**src/rtl/fnd_pkg.sv**
```systemverilog
// Shared constants and carrier types of the fractional-N divider core
package fnd_pkg;
	// Register bus
	localparam int FND_ADDR_W = 8;
	localparam logic [7:0] FND_MAIN_OFS = 8'h00;
	localparam logic [7:0] FND_FRAC_OFS = 8'h04;
	localparam logic [7:0] FND_AUX_OFS = 8'h08;
	localparam logic [7:0] FND_REF_OFS = 8'h0c;
	localparam logic [7:0] FND_STAT_OFS = 8'h10;
	localparam logic [1:0] FND_RESP_OKAY = 2'h0;
	localparam logic [1:0] FND_RESP_SLVERR = 2'h2;

	// Field positions
	localparam int FND_AUX_PRE_LSB = 0;
	localparam int FND_AUX_PRE_W = 4;
	localparam int FND_AUX_CNT_LSB = 4;
	localparam int FND_AUX_CNT_W = 12;
	localparam int FND_REF_RATIO_LSB = 0;
	localparam int FND_REF_RATIO_W = 10;
	localparam int FND_MTAP_LSB = 10;
	localparam int FND_ATAP_LSB = 13;

	// Reset values
	localparam logic [15:0] FND_MAIN_RST = 16'h0200;
	localparam logic [6:0] FND_FRAC_RST = 7'h00;
	localparam logic [15:0] FND_AUX_RST = 16'h0107;
	localparam logic [15:0] FND_REF_RST = 16'h0004;

	// Fraction moduli
	localparam logic [3:0] FND_MOD_FIVE = 4'h5;
	localparam logic [3:0] FND_MOD_EIGHT = 4'h8;

	// Backlash time
	localparam int FND_CLK_PERIOD_NS = 25;
	localparam int FND_BACKLASH_NS = 50;
	localparam int FND_BACKLASH_CYC = (FND_BACKLASH_NS + FND_CLK_PERIOD_NS - 1) / FND_CLK_PERIOD_NS;

	typedef struct packed {
		logic power_down;
		logic pump_gain_bit1;
		logic pump_gain_bit0;
		logic fraction_modulus_select;
		logic [2:0] fractional_increment;
	} fnd_frac_cfg_t;

	typedef struct packed {
		logic up;
		logic dn;
	} fnd_pump_t;
endpackage

```
**src/rtl/fnd_core.sv**
```systemverilog
// Fractional-N main, auxiliary and reference dividers with phase detectors and AXI4-Lite registers
//
// Function
// - The main divider ratio can be set anywhere from 512 to 65536 VCO cycles.
// - Each completed main divider cycle gives one feedback pulse to the main phase detector.
// - At each main divider cycle end the accumulator adds the fractional increment.
// - The accumulator wraps at modulus 5 or 8 chosen by the modulus select bit.
// - Modulus select 1 picks modulus 5 and 0 picks modulus 8.
// - On accumulator overflow the next main cycle divides by N+1.
// - The accumulator contents are presented on an output for the compensation pump.
// - A new main ratio is taken only at a main divider cycle boundary.
// - The auxiliary input drives a prescaler followed by a counter feeding the aux detector.
// - The reference divider divides by 4 to 1023 and drives a three-bit counter.
// - Main and aux three-bit tap selects pick one of four reference counter pulses.
// - Each phase detector compares its reference and divider pulses and drives up and down.
// - Two pump gain bits from a control word set the pump current selection.
// - Pump gain bit 1 disables the integral pump while the proportional pump stays on.
// - Every comparison holds both pump controls on for a minimum backlash time.
// - Leaving power-down restarts main and reference dividers together.
//
// The placing of the registers and the AXI4-Lite slave port were left to the implementer.
`timescale 1ns/1ps
module fnd_core #(
	parameter int BACKLASH_CYC_P = fnd_pkg::FND_BACKLASH_CYC
) (
	// Clock and reset
	input wire logic mclk,
	input wire logic rst,
	// Divider inputs from pins
	input wire logic vco_input,
	input wire logic aux_input,
	input wire logic ref_input,
	// AXI4-Lite write
	input wire logic [fnd_pkg::FND_ADDR_W-1:0] s_axi_awaddr,
	input wire logic s_axi_awvalid,
	output logic s_axi_awready,
	input wire logic [31:0] s_axi_wdata,
	input wire logic [3:0] s_axi_wstrb,
	input wire logic s_axi_wvalid,
	output logic s_axi_wready,
	output logic [1:0] s_axi_bresp,
	output logic s_axi_bvalid,
	input wire logic s_axi_bready,
	// AXI4-Lite read
	input wire logic [fnd_pkg::FND_ADDR_W-1:0] s_axi_araddr,
	input wire logic s_axi_arvalid,
	output logic s_axi_arready,
	output logic [31:0] s_axi_rdata,
	output logic [1:0] s_axi_rresp,
	output logic s_axi_rvalid,
	input wire logic s_axi_rready,
	// Pump controls and compensation
	output fnd_pkg::fnd_pump_t main_prop_pump,
	output fnd_pkg::fnd_pump_t main_int_pump,
	output fnd_pkg::fnd_pump_t aux_pump,
	output logic [1:0] pump_gain,
	output logic [2:0] frac_acc,
	output logic main_fb_pulse
);
	import fnd_pkg::*;

	if (BACKLASH_CYC_P < 1 || BACKLASH_CYC_P > 15) begin : g_bad_backlash
		$error("BACKLASH_CYC_P must lie in 1..15");
	end

	function automatic logic [15:0] merge16(input logic [15:0] old, input logic [31:0] d, input logic [3:0] s);
		merge16 = {s[1] ? d[15:8] : old[15:8], s[0] ? d[7:0] : old[7:0]};
	endfunction

	function automatic logic [16:0] ratio_of(input logic [15:0] r);
		ratio_of = (r == 16'h0000) ? 17'h10000 : {1'b0, r};
	endfunction

	function automatic logic tap_hit(input logic [2:0] sel, input logic [2:0] cnt, input logic tick);
		unique case (sel)
			3'h0: tap_hit = tick;
			3'h1: tap_hit = tick && cnt[0];
			3'h2: tap_hit = tick && (cnt[1:0] == 2'h3);
			3'h3: tap_hit = tick && (cnt == 3'h7);
			default: tap_hit = 1'b0;
		endcase
	endfunction

	// Registers
	logic [15:0] main_ratio_q;
	fnd_frac_cfg_t frac_cfg_q;
	logic [15:0] aux_cfg_q;
	logic [15:0] ref_cfg_q;

	// Bus state
	logic [FND_ADDR_W-1:0] aw_addr_q;
	logic [31:0] w_data_q;
	logic [3:0] w_strb_q;
	logic aw_hit, ar_hit, do_write;
	logic [31:0] rd_d;

	// Pin synchronisers: vco, aux, ref
	logic [2:0] pin_meta_q, pin_sync_q, pin_last_q;
	logic [2:0] pin_edge;

	always_ff @(posedge mclk) begin
		if (rst) begin
			pin_meta_q <= 3'h0;
			pin_sync_q <= 3'h0;
			pin_last_q <= 3'h0;
		end else begin
			pin_meta_q <= {ref_input, aux_input, vco_input};
			pin_sync_q <= pin_meta_q;
			pin_last_q <= pin_sync_q;
		end
	end
	assign pin_edge = pin_sync_q & ~pin_last_q;

	// AXI4-Lite slave: address and data taken in either order, one cycle to response
	assign do_write = !s_axi_awready && !s_axi_wready && !s_axi_bvalid;
	assign aw_hit = (aw_addr_q == FND_MAIN_OFS) || (aw_addr_q == FND_FRAC_OFS) ||
		(aw_addr_q == FND_AUX_OFS) || (aw_addr_q == FND_REF_OFS);

	always_ff @(posedge mclk) begin
		if (rst) begin
			s_axi_awready <= 1'b1;
			s_axi_wready <= 1'b1;
			s_axi_bvalid <= 1'b0;
			s_axi_bresp <= FND_RESP_OKAY;
			aw_addr_q <= '0;
			w_data_q <= 32'h0;
			w_strb_q <= 4'h0;
		end else begin
			if (s_axi_awvalid && s_axi_awready) begin
				s_axi_awready <= 1'b0;
				aw_addr_q <= s_axi_awaddr;
			end
			if (s_axi_wvalid && s_axi_wready) begin
				s_axi_wready <= 1'b0;
				w_data_q <= s_axi_wdata;
				w_strb_q <= s_axi_wstrb;
			end
			if (do_write) begin
				s_axi_bvalid <= 1'b1;
				s_axi_bresp <= aw_hit ? FND_RESP_OKAY : FND_RESP_SLVERR;
			end
			if (s_axi_bvalid && s_axi_bready) begin
				s_axi_bvalid <= 1'b0;
				s_axi_awready <= 1'b1;
				s_axi_wready <= 1'b1;
			end
		end
	end

	always_ff @(posedge mclk) begin
		if (rst) begin
			main_ratio_q <= FND_MAIN_RST;
			frac_cfg_q <= FND_FRAC_RST;
			aux_cfg_q <= FND_AUX_RST;
			ref_cfg_q <= FND_REF_RST;
		end else if (do_write) begin
			unique case (aw_addr_q)
				FND_MAIN_OFS: main_ratio_q <= merge16(main_ratio_q, w_data_q, w_strb_q);
				FND_FRAC_OFS: if (w_strb_q[0]) frac_cfg_q <= w_data_q[6:0];
				FND_AUX_OFS: aux_cfg_q <= merge16(aux_cfg_q, w_data_q, w_strb_q);
				FND_REF_OFS: ref_cfg_q <= merge16(ref_cfg_q, w_data_q, w_strb_q);
				default: ;
			endcase
		end
	end

	// Main divider with fractional accumulator
	logic [16:0] main_cnt_q;
	logic [15:0] n_cur_q;
	logic [2:0] acc_q;
	logic fb_pulse_q;
	logic pd_last_q;
	logic [3:0] modulus, acc_sum;
	logic acc_ovf, main_end;
	logic [2:0] acc_d;
	logic [2:0] acc_base;

	// A modulus change can leave the accumulator at or above the new modulus; restart it from zero then
	assign acc_base = ({1'b0, acc_q} >= modulus) ? 3'h0 : acc_q;

	assign modulus = frac_cfg_q.fraction_modulus_select ? FND_MOD_FIVE : FND_MOD_EIGHT;
	assign acc_sum = {1'b0, acc_base} + {1'b0, frac_cfg_q.fractional_increment};
	assign acc_ovf = acc_sum >= modulus;
	assign acc_d = acc_ovf ? 3'(acc_sum - modulus) : acc_sum[2:0];
	assign main_end = pin_edge[0] && (main_cnt_q == 17'h00001);

	always_ff @(posedge mclk) begin
		if (rst) begin
			pd_last_q <= 1'b0;
		end else begin
			pd_last_q <= frac_cfg_q.power_down;
		end
	end

	always_ff @(posedge mclk) begin
		if (rst || frac_cfg_q.power_down) begin
			main_cnt_q <= ratio_of(main_ratio_q);
			n_cur_q <= main_ratio_q;
			acc_q <= 3'h0;
		end else if (main_end) begin
			n_cur_q <= main_ratio_q;
			acc_q <= acc_d;
			main_cnt_q <= ratio_of(main_ratio_q) + {16'h0000, acc_ovf};
		end else begin
			if (pin_edge[0]) begin
				main_cnt_q <= main_cnt_q - 17'h00001;
			end
			acc_q <= acc_base;
		end
	end

	always_ff @(posedge mclk) begin
		if (rst) begin
			fb_pulse_q <= 1'b0;
		end else begin
			fb_pulse_q <= main_end;
		end
	end

	// Auxiliary divider: prescaler then counter
	logic [FND_AUX_PRE_W-1:0] pre_cnt_q;
	logic [FND_AUX_CNT_W-1:0] aux_cnt_q;
	logic aux_pulse_q, pre_tick, aux_end;

	assign pre_tick = pin_edge[1] && (pre_cnt_q == '0);
	assign aux_end = pre_tick && (aux_cnt_q <= FND_AUX_CNT_W'(1));

	always_ff @(posedge mclk) begin
		if (rst) begin
			pre_cnt_q <= '0;
			aux_cnt_q <= '0;
			aux_pulse_q <= 1'b0;
		end else begin
			aux_pulse_q <= aux_end;
			if (pin_edge[1]) begin
				pre_cnt_q <= pre_tick ? aux_cfg_q[FND_AUX_PRE_LSB +: FND_AUX_PRE_W] : pre_cnt_q - 1'b1;
			end
			if (pre_tick) begin
				aux_cnt_q <= aux_end ? aux_cfg_q[FND_AUX_CNT_LSB +: FND_AUX_CNT_W] : aux_cnt_q - 1'b1;
			end
		end
	end

	// Reference divider and three-bit counter
	logic [FND_REF_RATIO_W-1:0] ref_cnt_q;
	logic [2:0] ref_tri_q;
	logic ref_tick;
	logic [1:0] tap_q;

	assign ref_tick = pin_edge[2] && (ref_cnt_q <= FND_REF_RATIO_W'(1));

	always_ff @(posedge mclk) begin
		if (rst || frac_cfg_q.power_down) begin
			ref_cnt_q <= ref_cfg_q[FND_REF_RATIO_LSB +: FND_REF_RATIO_W];
			ref_tri_q <= 3'h0;
		end else if (pin_edge[2]) begin
			ref_cnt_q <= ref_tick ? ref_cfg_q[FND_REF_RATIO_LSB +: FND_REF_RATIO_W] : ref_cnt_q - 1'b1;
			if (ref_tick) begin
				ref_tri_q <= ref_tri_q + 3'h1;
			end
		end
	end

	always_ff @(posedge mclk) begin
		if (rst) begin
			tap_q <= 2'h0;
		end else begin
			tap_q[0] <= tap_hit(ref_cfg_q[FND_MTAP_LSB +: 3], ref_tri_q, ref_tick);
			tap_q[1] <= tap_hit(ref_cfg_q[FND_ATAP_LSB +: 3], ref_tri_q, ref_tick);
		end
	end

	// Phase/frequency detectors: index 0 main, 1 aux
	logic [1:0] div_pulse;
	logic [1:0] pfd_up_q, pfd_dn_q;
	logic [3:0] bl_cnt_q [2];

	assign div_pulse = {aux_pulse_q, fb_pulse_q};

	for (genvar i = 0; i < 2; i++) begin : g_pfd
		always_ff @(posedge mclk) begin
			if (rst || frac_cfg_q.power_down) begin
				pfd_up_q[i] <= 1'b0;
				pfd_dn_q[i] <= 1'b0;
				bl_cnt_q[i] <= 4'h0;
			end else if (pfd_up_q[i] && pfd_dn_q[i]) begin
				if (bl_cnt_q[i] == 4'(BACKLASH_CYC_P - 1)) begin
					pfd_up_q[i] <= 1'b0;
					pfd_dn_q[i] <= 1'b0;
					bl_cnt_q[i] <= 4'h0;
				end else begin
					bl_cnt_q[i] <= bl_cnt_q[i] + 4'h1;
				end
			end else begin
				pfd_up_q[i] <= pfd_up_q[i] | tap_q[i];
				pfd_dn_q[i] <= pfd_dn_q[i] | div_pulse[i];
			end
		end
	end

	// Registered outputs
	always_ff @(posedge mclk) begin
		if (rst) begin
			main_prop_pump <= '0;
			main_int_pump <= '0;
			aux_pump <= '0;
			pump_gain <= 2'h0;
			frac_acc <= 3'h0;
			main_fb_pulse <= 1'b0;
		end else begin
			main_prop_pump <= {pfd_up_q[0], pfd_dn_q[0]};
			main_int_pump <= frac_cfg_q.pump_gain_bit1 ? 2'h0 : {pfd_up_q[0], pfd_dn_q[0]};
			aux_pump <= {pfd_up_q[1], pfd_dn_q[1]};
			pump_gain <= {frac_cfg_q.pump_gain_bit1, frac_cfg_q.pump_gain_bit0};
			frac_acc <= acc_q;
			main_fb_pulse <= fb_pulse_q;
		end
	end

	// Register read
	assign ar_hit = 1'b1;
	always_comb begin
		rd_d = 32'h0;
		unique case (s_axi_araddr)
			FND_MAIN_OFS: rd_d = {16'h0000, main_ratio_q};
			FND_FRAC_OFS: rd_d = {25'h0, frac_cfg_q};
			FND_AUX_OFS: rd_d = {16'h0000, aux_cfg_q};
			FND_REF_OFS: rd_d = {16'h0000, ref_cfg_q};
			FND_STAT_OFS: rd_d = {22'h0, pfd_dn_q[1], pfd_up_q[1], pfd_dn_q[0], pfd_up_q[0], ref_tri_q, acc_q};
			default: rd_d = 32'h0;
		endcase
	end

	always_ff @(posedge mclk) begin
		if (rst) begin
			s_axi_arready <= 1'b1;
			s_axi_rvalid <= 1'b0;
			s_axi_rdata <= 32'h0;
			s_axi_rresp <= FND_RESP_OKAY;
		end else if (s_axi_arvalid && s_axi_arready && ar_hit) begin
			s_axi_arready <= 1'b0;
			s_axi_rvalid <= 1'b1;
			s_axi_rdata <= rd_d;
			s_axi_rresp <= (s_axi_araddr > FND_STAT_OFS || s_axi_araddr[1:0] != 2'h0) ? FND_RESP_SLVERR : FND_RESP_OKAY;
		end else if (s_axi_rvalid && s_axi_rready) begin
			s_axi_rvalid <= 1'b0;
			s_axi_arready <= 1'b1;
		end
	end

	// Checks
	a_acc_in_range: assert property (@(posedge mclk) disable iff (rst) acc_q < modulus || $changed(modulus))
		else $error("accumulator beyond modulus");
	a_acc_advance: assert property (@(posedge mclk) disable iff (rst || frac_cfg_q.power_down)
		main_end |=> acc_q == $past(acc_d))
		else $error("accumulator did not advance at cycle end");
	a_cycle_stretch: assert property (@(posedge mclk) disable iff (rst || frac_cfg_q.power_down)
		main_end && acc_ovf |=> main_cnt_q == ratio_of($past(main_ratio_q)) + 17'h00001)
		else $error("overflow did not lengthen cycle");
	a_fb_one_pulse: assert property (@(posedge mclk) disable iff (rst) fb_pulse_q |=> !fb_pulse_q)
		else $error("feedback pulse longer than one cycle");
	a_ratio_sync: assert property (@(posedge mclk) disable iff (rst || frac_cfg_q.power_down)
		$changed(n_cur_q) |-> $past(main_end))
		else $error("ratio changed mid cycle");
	a_int_pump_off: assert property (@(posedge mclk) disable iff (rst)
		$past(frac_cfg_q.pump_gain_bit1) |-> main_int_pump == 2'h0)
		else $error("integral pump active while disabled");
	a_backlash_hold: assert property (@(posedge mclk) disable iff (rst || frac_cfg_q.power_down)
		pfd_up_q[0] && pfd_dn_q[0] && bl_cnt_q[0] != 4'(BACKLASH_CYC_P - 1) |=>
		pfd_up_q[0] && pfd_dn_q[0])
		else $error("backlash window cut short");
	a_restart_sync: assert property (@(posedge mclk) disable iff (rst)
		pd_last_q && !frac_cfg_q.power_down |-> ref_tri_q == 3'h0 && acc_q == 3'h0 &&
		main_cnt_q == ratio_of(main_ratio_q))
		else $error("dividers not restarted together");
	a_mod_select: assert property (@(posedge mclk) disable iff (rst)
		frac_cfg_q.fraction_modulus_select |-> modulus == 4'h5)
		else $error("modulus select decoded wrongly");
endmodule

```
**config.mk**
```make
export PLATFORM = sky130hd
export DESIGN_NAME = fnd_core
export DESIGN_NICKNAME = d
export VERILOG_FILES = /design/src/rtl/fnd_pkg.sv /design/src/rtl/fnd_core.sv
export SDC_FILE = /design/constraint.sdc
export NUM_CORES = 1
export LEC_CHECK = 0
export BUFFER_PORTS_ARGS = -buffer_cell sky130_fd_sc_hd__buf_2
export CORE_MARGIN = 10
export CORE_UTILIZATION = 53
export DETAILED_ROUTE_END_ITERATION = 16
export GPL_TIMING_DRIVEN = 0
export PLACE_DENSITY = 0.88
export SLEW_MARGIN = 20
export SYNTH_ARGS = -nofsm -noshare
export SYNTH_HDL_FRONTEND = slang
export SYNTH_SLANG_ARGS = --single-unit
export TNS_END_PERCENT = 1
```
**constraint.sdc**
```tcl
create_clock -name mclk -period 3.8 [get_ports mclk]
set_clock_uncertainty 0.1 [all_clocks]
set_input_delay 0.57 -clock mclk [delete_from_list [all_inputs] [get_ports mclk]]
set_output_delay 0.57 -clock mclk [all_outputs]
set_load 0.05 [all_outputs]
```
==> impl_metrics.csv <==
group,metric,value,unit
logic_synthesis,synth_ff_type,"dfxtp_1",
routing,finalWirelength,27.1,mm
timing,fin_crit_sh,105,%
worst_setup_path,rr_worst_depth,19,
worst_setup_path,path_common_cell,"ha_4",
run_status,violations,"negative setup slack",
logic_synthesis,synthArstFlopShare,0,%
timing,holdWs,0.237,ns
timing,fin_ws,-0.187,ns
clocking,clk_pin_slew,0.07,ns
timing,max_freq,0.251,GHz
hold_path,hold_path_class,"primary input to register",
floorplanning,initial_core_util,54.4,%
clocking,cts_tree,"done",
power,power.leakage,4.18,nW
flow_run,drv_cap,0,
timing,slew_violations,0,
routing,ant_nets,0,
timing,report.final.hold_viol_count,0,
logic_synthesis,synth_edf_count,35,
logic_synthesis,yosysMostFrequentCell,"dfxtp_1",
worst_setup_path,path_depth,19,
logic_synthesis,ys_types,67,
timing,rsz0062_at_grt,"yes",
grt,grt_pass1_wl,41.9,mm
logic_synthesis,synth_area_leaders,"dfxtp_1 34%, edfxtp_1 12%, mux2i_1 5.9%",
clocking,cts_sinks,190,
cells_and_area,fillers,1306,
worst_setup_path,critPathMaxFanout,5,
cells_and_area,area_growth,17.9,%
worst_setup_path,worstSetupEndpointType,"register",
worst_setup_path,max_stage_delay,0.53,ns
grt,antenna_found_initial,0,
worst_setup_path,cp_top_family,"adder cells",
timing,final-setup-viol-count,8,
place,dp_cells,1332,
cells_and_area,final_cells,1373,
logic_synthesis,seq_area_frac_synth,45.9,%
routing,viasPerCell,6.12,
clocking,cts_hold_buffers,0,
worst_setup_path,crit_slowest_cell,"fa_2",
place,io_buffers,76,
worst_setup_path,critPathLaunchType,"register",
cells_and_area,layout.nets,1227,
logic_synthesis,netlist_instances,1019,
timing,period_minus_slack,3.99,ns
place,dp_hpwl,18.8,mm
floorplanning,num_io_pins,115,
timing,worst_pin_slew,0.998,ns
floorplanning,design.die.area,0.0227,mm²
routing,wl_per_cell,19.7,µm
clocking,cts_buffers,17,
floorplanning,row_count,47,
floorplanning,die_w,151,µm
grt,grt_max_degree,18,
logic_synthesis,ys_warn_count,0,
power,ir_drop,325,µV
clocking,cts_root_buf,"clkbuf_16",
run_status,status,"finished, violations left",
power,fin_total_pwr,4.65,mW
worst_setup_path,reg2reg_slack,-0.19,ns
logic_synthesis,syn_area,0.00906,mm²
timing,tns,-0.773,ns
logic_synthesis,synthTopCellsByCount,"155 x dfxtp_1, 115 x nand2_1, 112 x nor2_1",
timing,slew_headroom,32.9,%
routing,drc,0,
grt,grt_usage,23.2,%
cells_and_area,post-route-util,64.2,%
cells_and_area,drive_above_1_share,16.5,%
place,place.gp.congestion,0.932,
worst_setup_path,worst-path-buf-inv,3,
worst_setup_path,required,3.98,ns
routing,dr.pass1.iters,7,
logic_synthesis,ys_ff_latch,190,
hold_path,holdPathStages,2,
clocking,clockBufferDepth,2,
worst_setup_path,path_class,"register to register",
routing,via_count,8408,
cells_and_area,diodes,0,
grt,grt_overflow,0,
power,pwr_density_cell,435,mW/mm²
worst_setup_path,crit_chain,"inv_2, ha_4, nor2_2, nand2_2, a31oi_4, ha_4, fa_2, inv_1, ha_1, a31oi_1, nor2_2, inv_2, ha_4, ha_4, nand3_4, or3_4, o211ai_1, a21oi_2, a211oi_2",
clocking,cts_max_level,4,
grt,grt_pass1_vias,8010,
floorplanning,core_area,0.0166,mm²
clocking,worstSkewPairLatency,0.44,ns
logic_synthesis,synth.largest_area_cell,"dfxtp_1",
logic_synthesis,netlist.area_leader.share,34.2,%
logic_synthesis,synthesis.area_per_instance,8.89,µm²
worst_setup_path,arrival,4.17,ns
floorplanning,die_y,151,µm
routing,drtIter0Drc,1176,
-- through the flow --
stage               area [µm²]  setup slack (ns)
global route             10700            -0.284
finish                   10700            -0.187
global placement          9790            -0.419
floorplan                 9140           -0.0300
CTS                      10600           -0.0425
detailed placement        9790            -0.496
-- state kept, by name, indices dropped and copies added, names as in the netlist, 3 cells and up --
name / count
main_cnt_q: 17
aux_cfg_q: 16
main_ratio_q: 16
ref_cfg_q: 16
s_axi_rdata: 16
w_data_q: 16
aux_cnt_q: 12
ref_cnt_q: 10
aw_addr_q: 8
bl_cnt_q: 8
frac_cfg_q: 7
pre_cnt_q: 4
acc_q: 3
frac_acc: 3
pin_last_q: 3
pin_meta_q: 3
pin_sync_q: 3
ref_tri_q: 3
-- cells by family after synthesis --
logic type	count (synthesis)	synth area share, %
flops	190	45.9
xor+xnor	28	2.71
compound gates	222	15.2
fa+ha+maj	25	3.54
buf+inv	98	5.25
other cells	1	0.0414
mux	58	6.48
simple gates	397	21.0
-- layer usage --
layer  global-route usage, %  up-vias  wire, µm
li1                        -     3835         -
met1                    28.0     3883     10100
met2                    38.1      559     12600
met3                    4.86      131      2850
met4                    12.0        0      1540
met5                       0        -         0
-- cell type report --
class	count	area, µm²	share of cell area, %
Inverter	26	97.6	0.914
Buffer	71	374	3.50
Timing Repair Buffer	86	455	4.26
Sequential cell	190	4160	38.9
Multi-Input combinational cell	748	4680	43.8
Tap cell	220	275	2.58
Clock buffer	23	500	4.69
Clock inverter	9	141	1.32
-- layout by cell type (no fill, tap or decap), drive strengths merged, types with 23 or more instances in the layout --
master,instances
edfxtp,35
a21oi,82
o21ai,49
nor2,114
mux2i,53
buf,116
nand2,115
clkbuf,64
nand3,30
nor4,23
nor2b,32
inv,30
ha,24
dfxtp,155
nor3,30
-- worst register-to-register path: cells and delay by family (launching register included) --
family / cells / cell delay (ns)
buf+inv: 3 / 0.22
compound gates: 5 / 0.89
fa+ha+maj: 6 / 1.54
flops: 1 / 0.34
simple gates: 5 / 0.75
-- report_power, final --
group	total [mW]	internal, mW	leakage, nW	switching [mW]
Sequential	2.21	2.13	1.62	0.0775
Clock	1.94	1.14	0.311	0.796
Combinational	0.506	0.174	2.26	0.332
-- worst paths after layout --
check	startpoint	endpoint
setup / recovery	acc_q[0]	main_cnt_q[14]
hold / removal	s_axi_wvalid	s_axi_wready
hold reg to reg	pin_meta_q[2]	pin_sync_q[2]
setup reg to reg	acc_q[0]	main_cnt_q[14]
-- what timing repair did --
item | CTS | global route
pin swaps | 12 | 12
endpoints found under the setup margin | 14 | 9
gates cloned | 0 | 0
gates resized for setup | 29 | 6
buffers inserted | 8 | 2
Power figures use the tool's default switching activity.
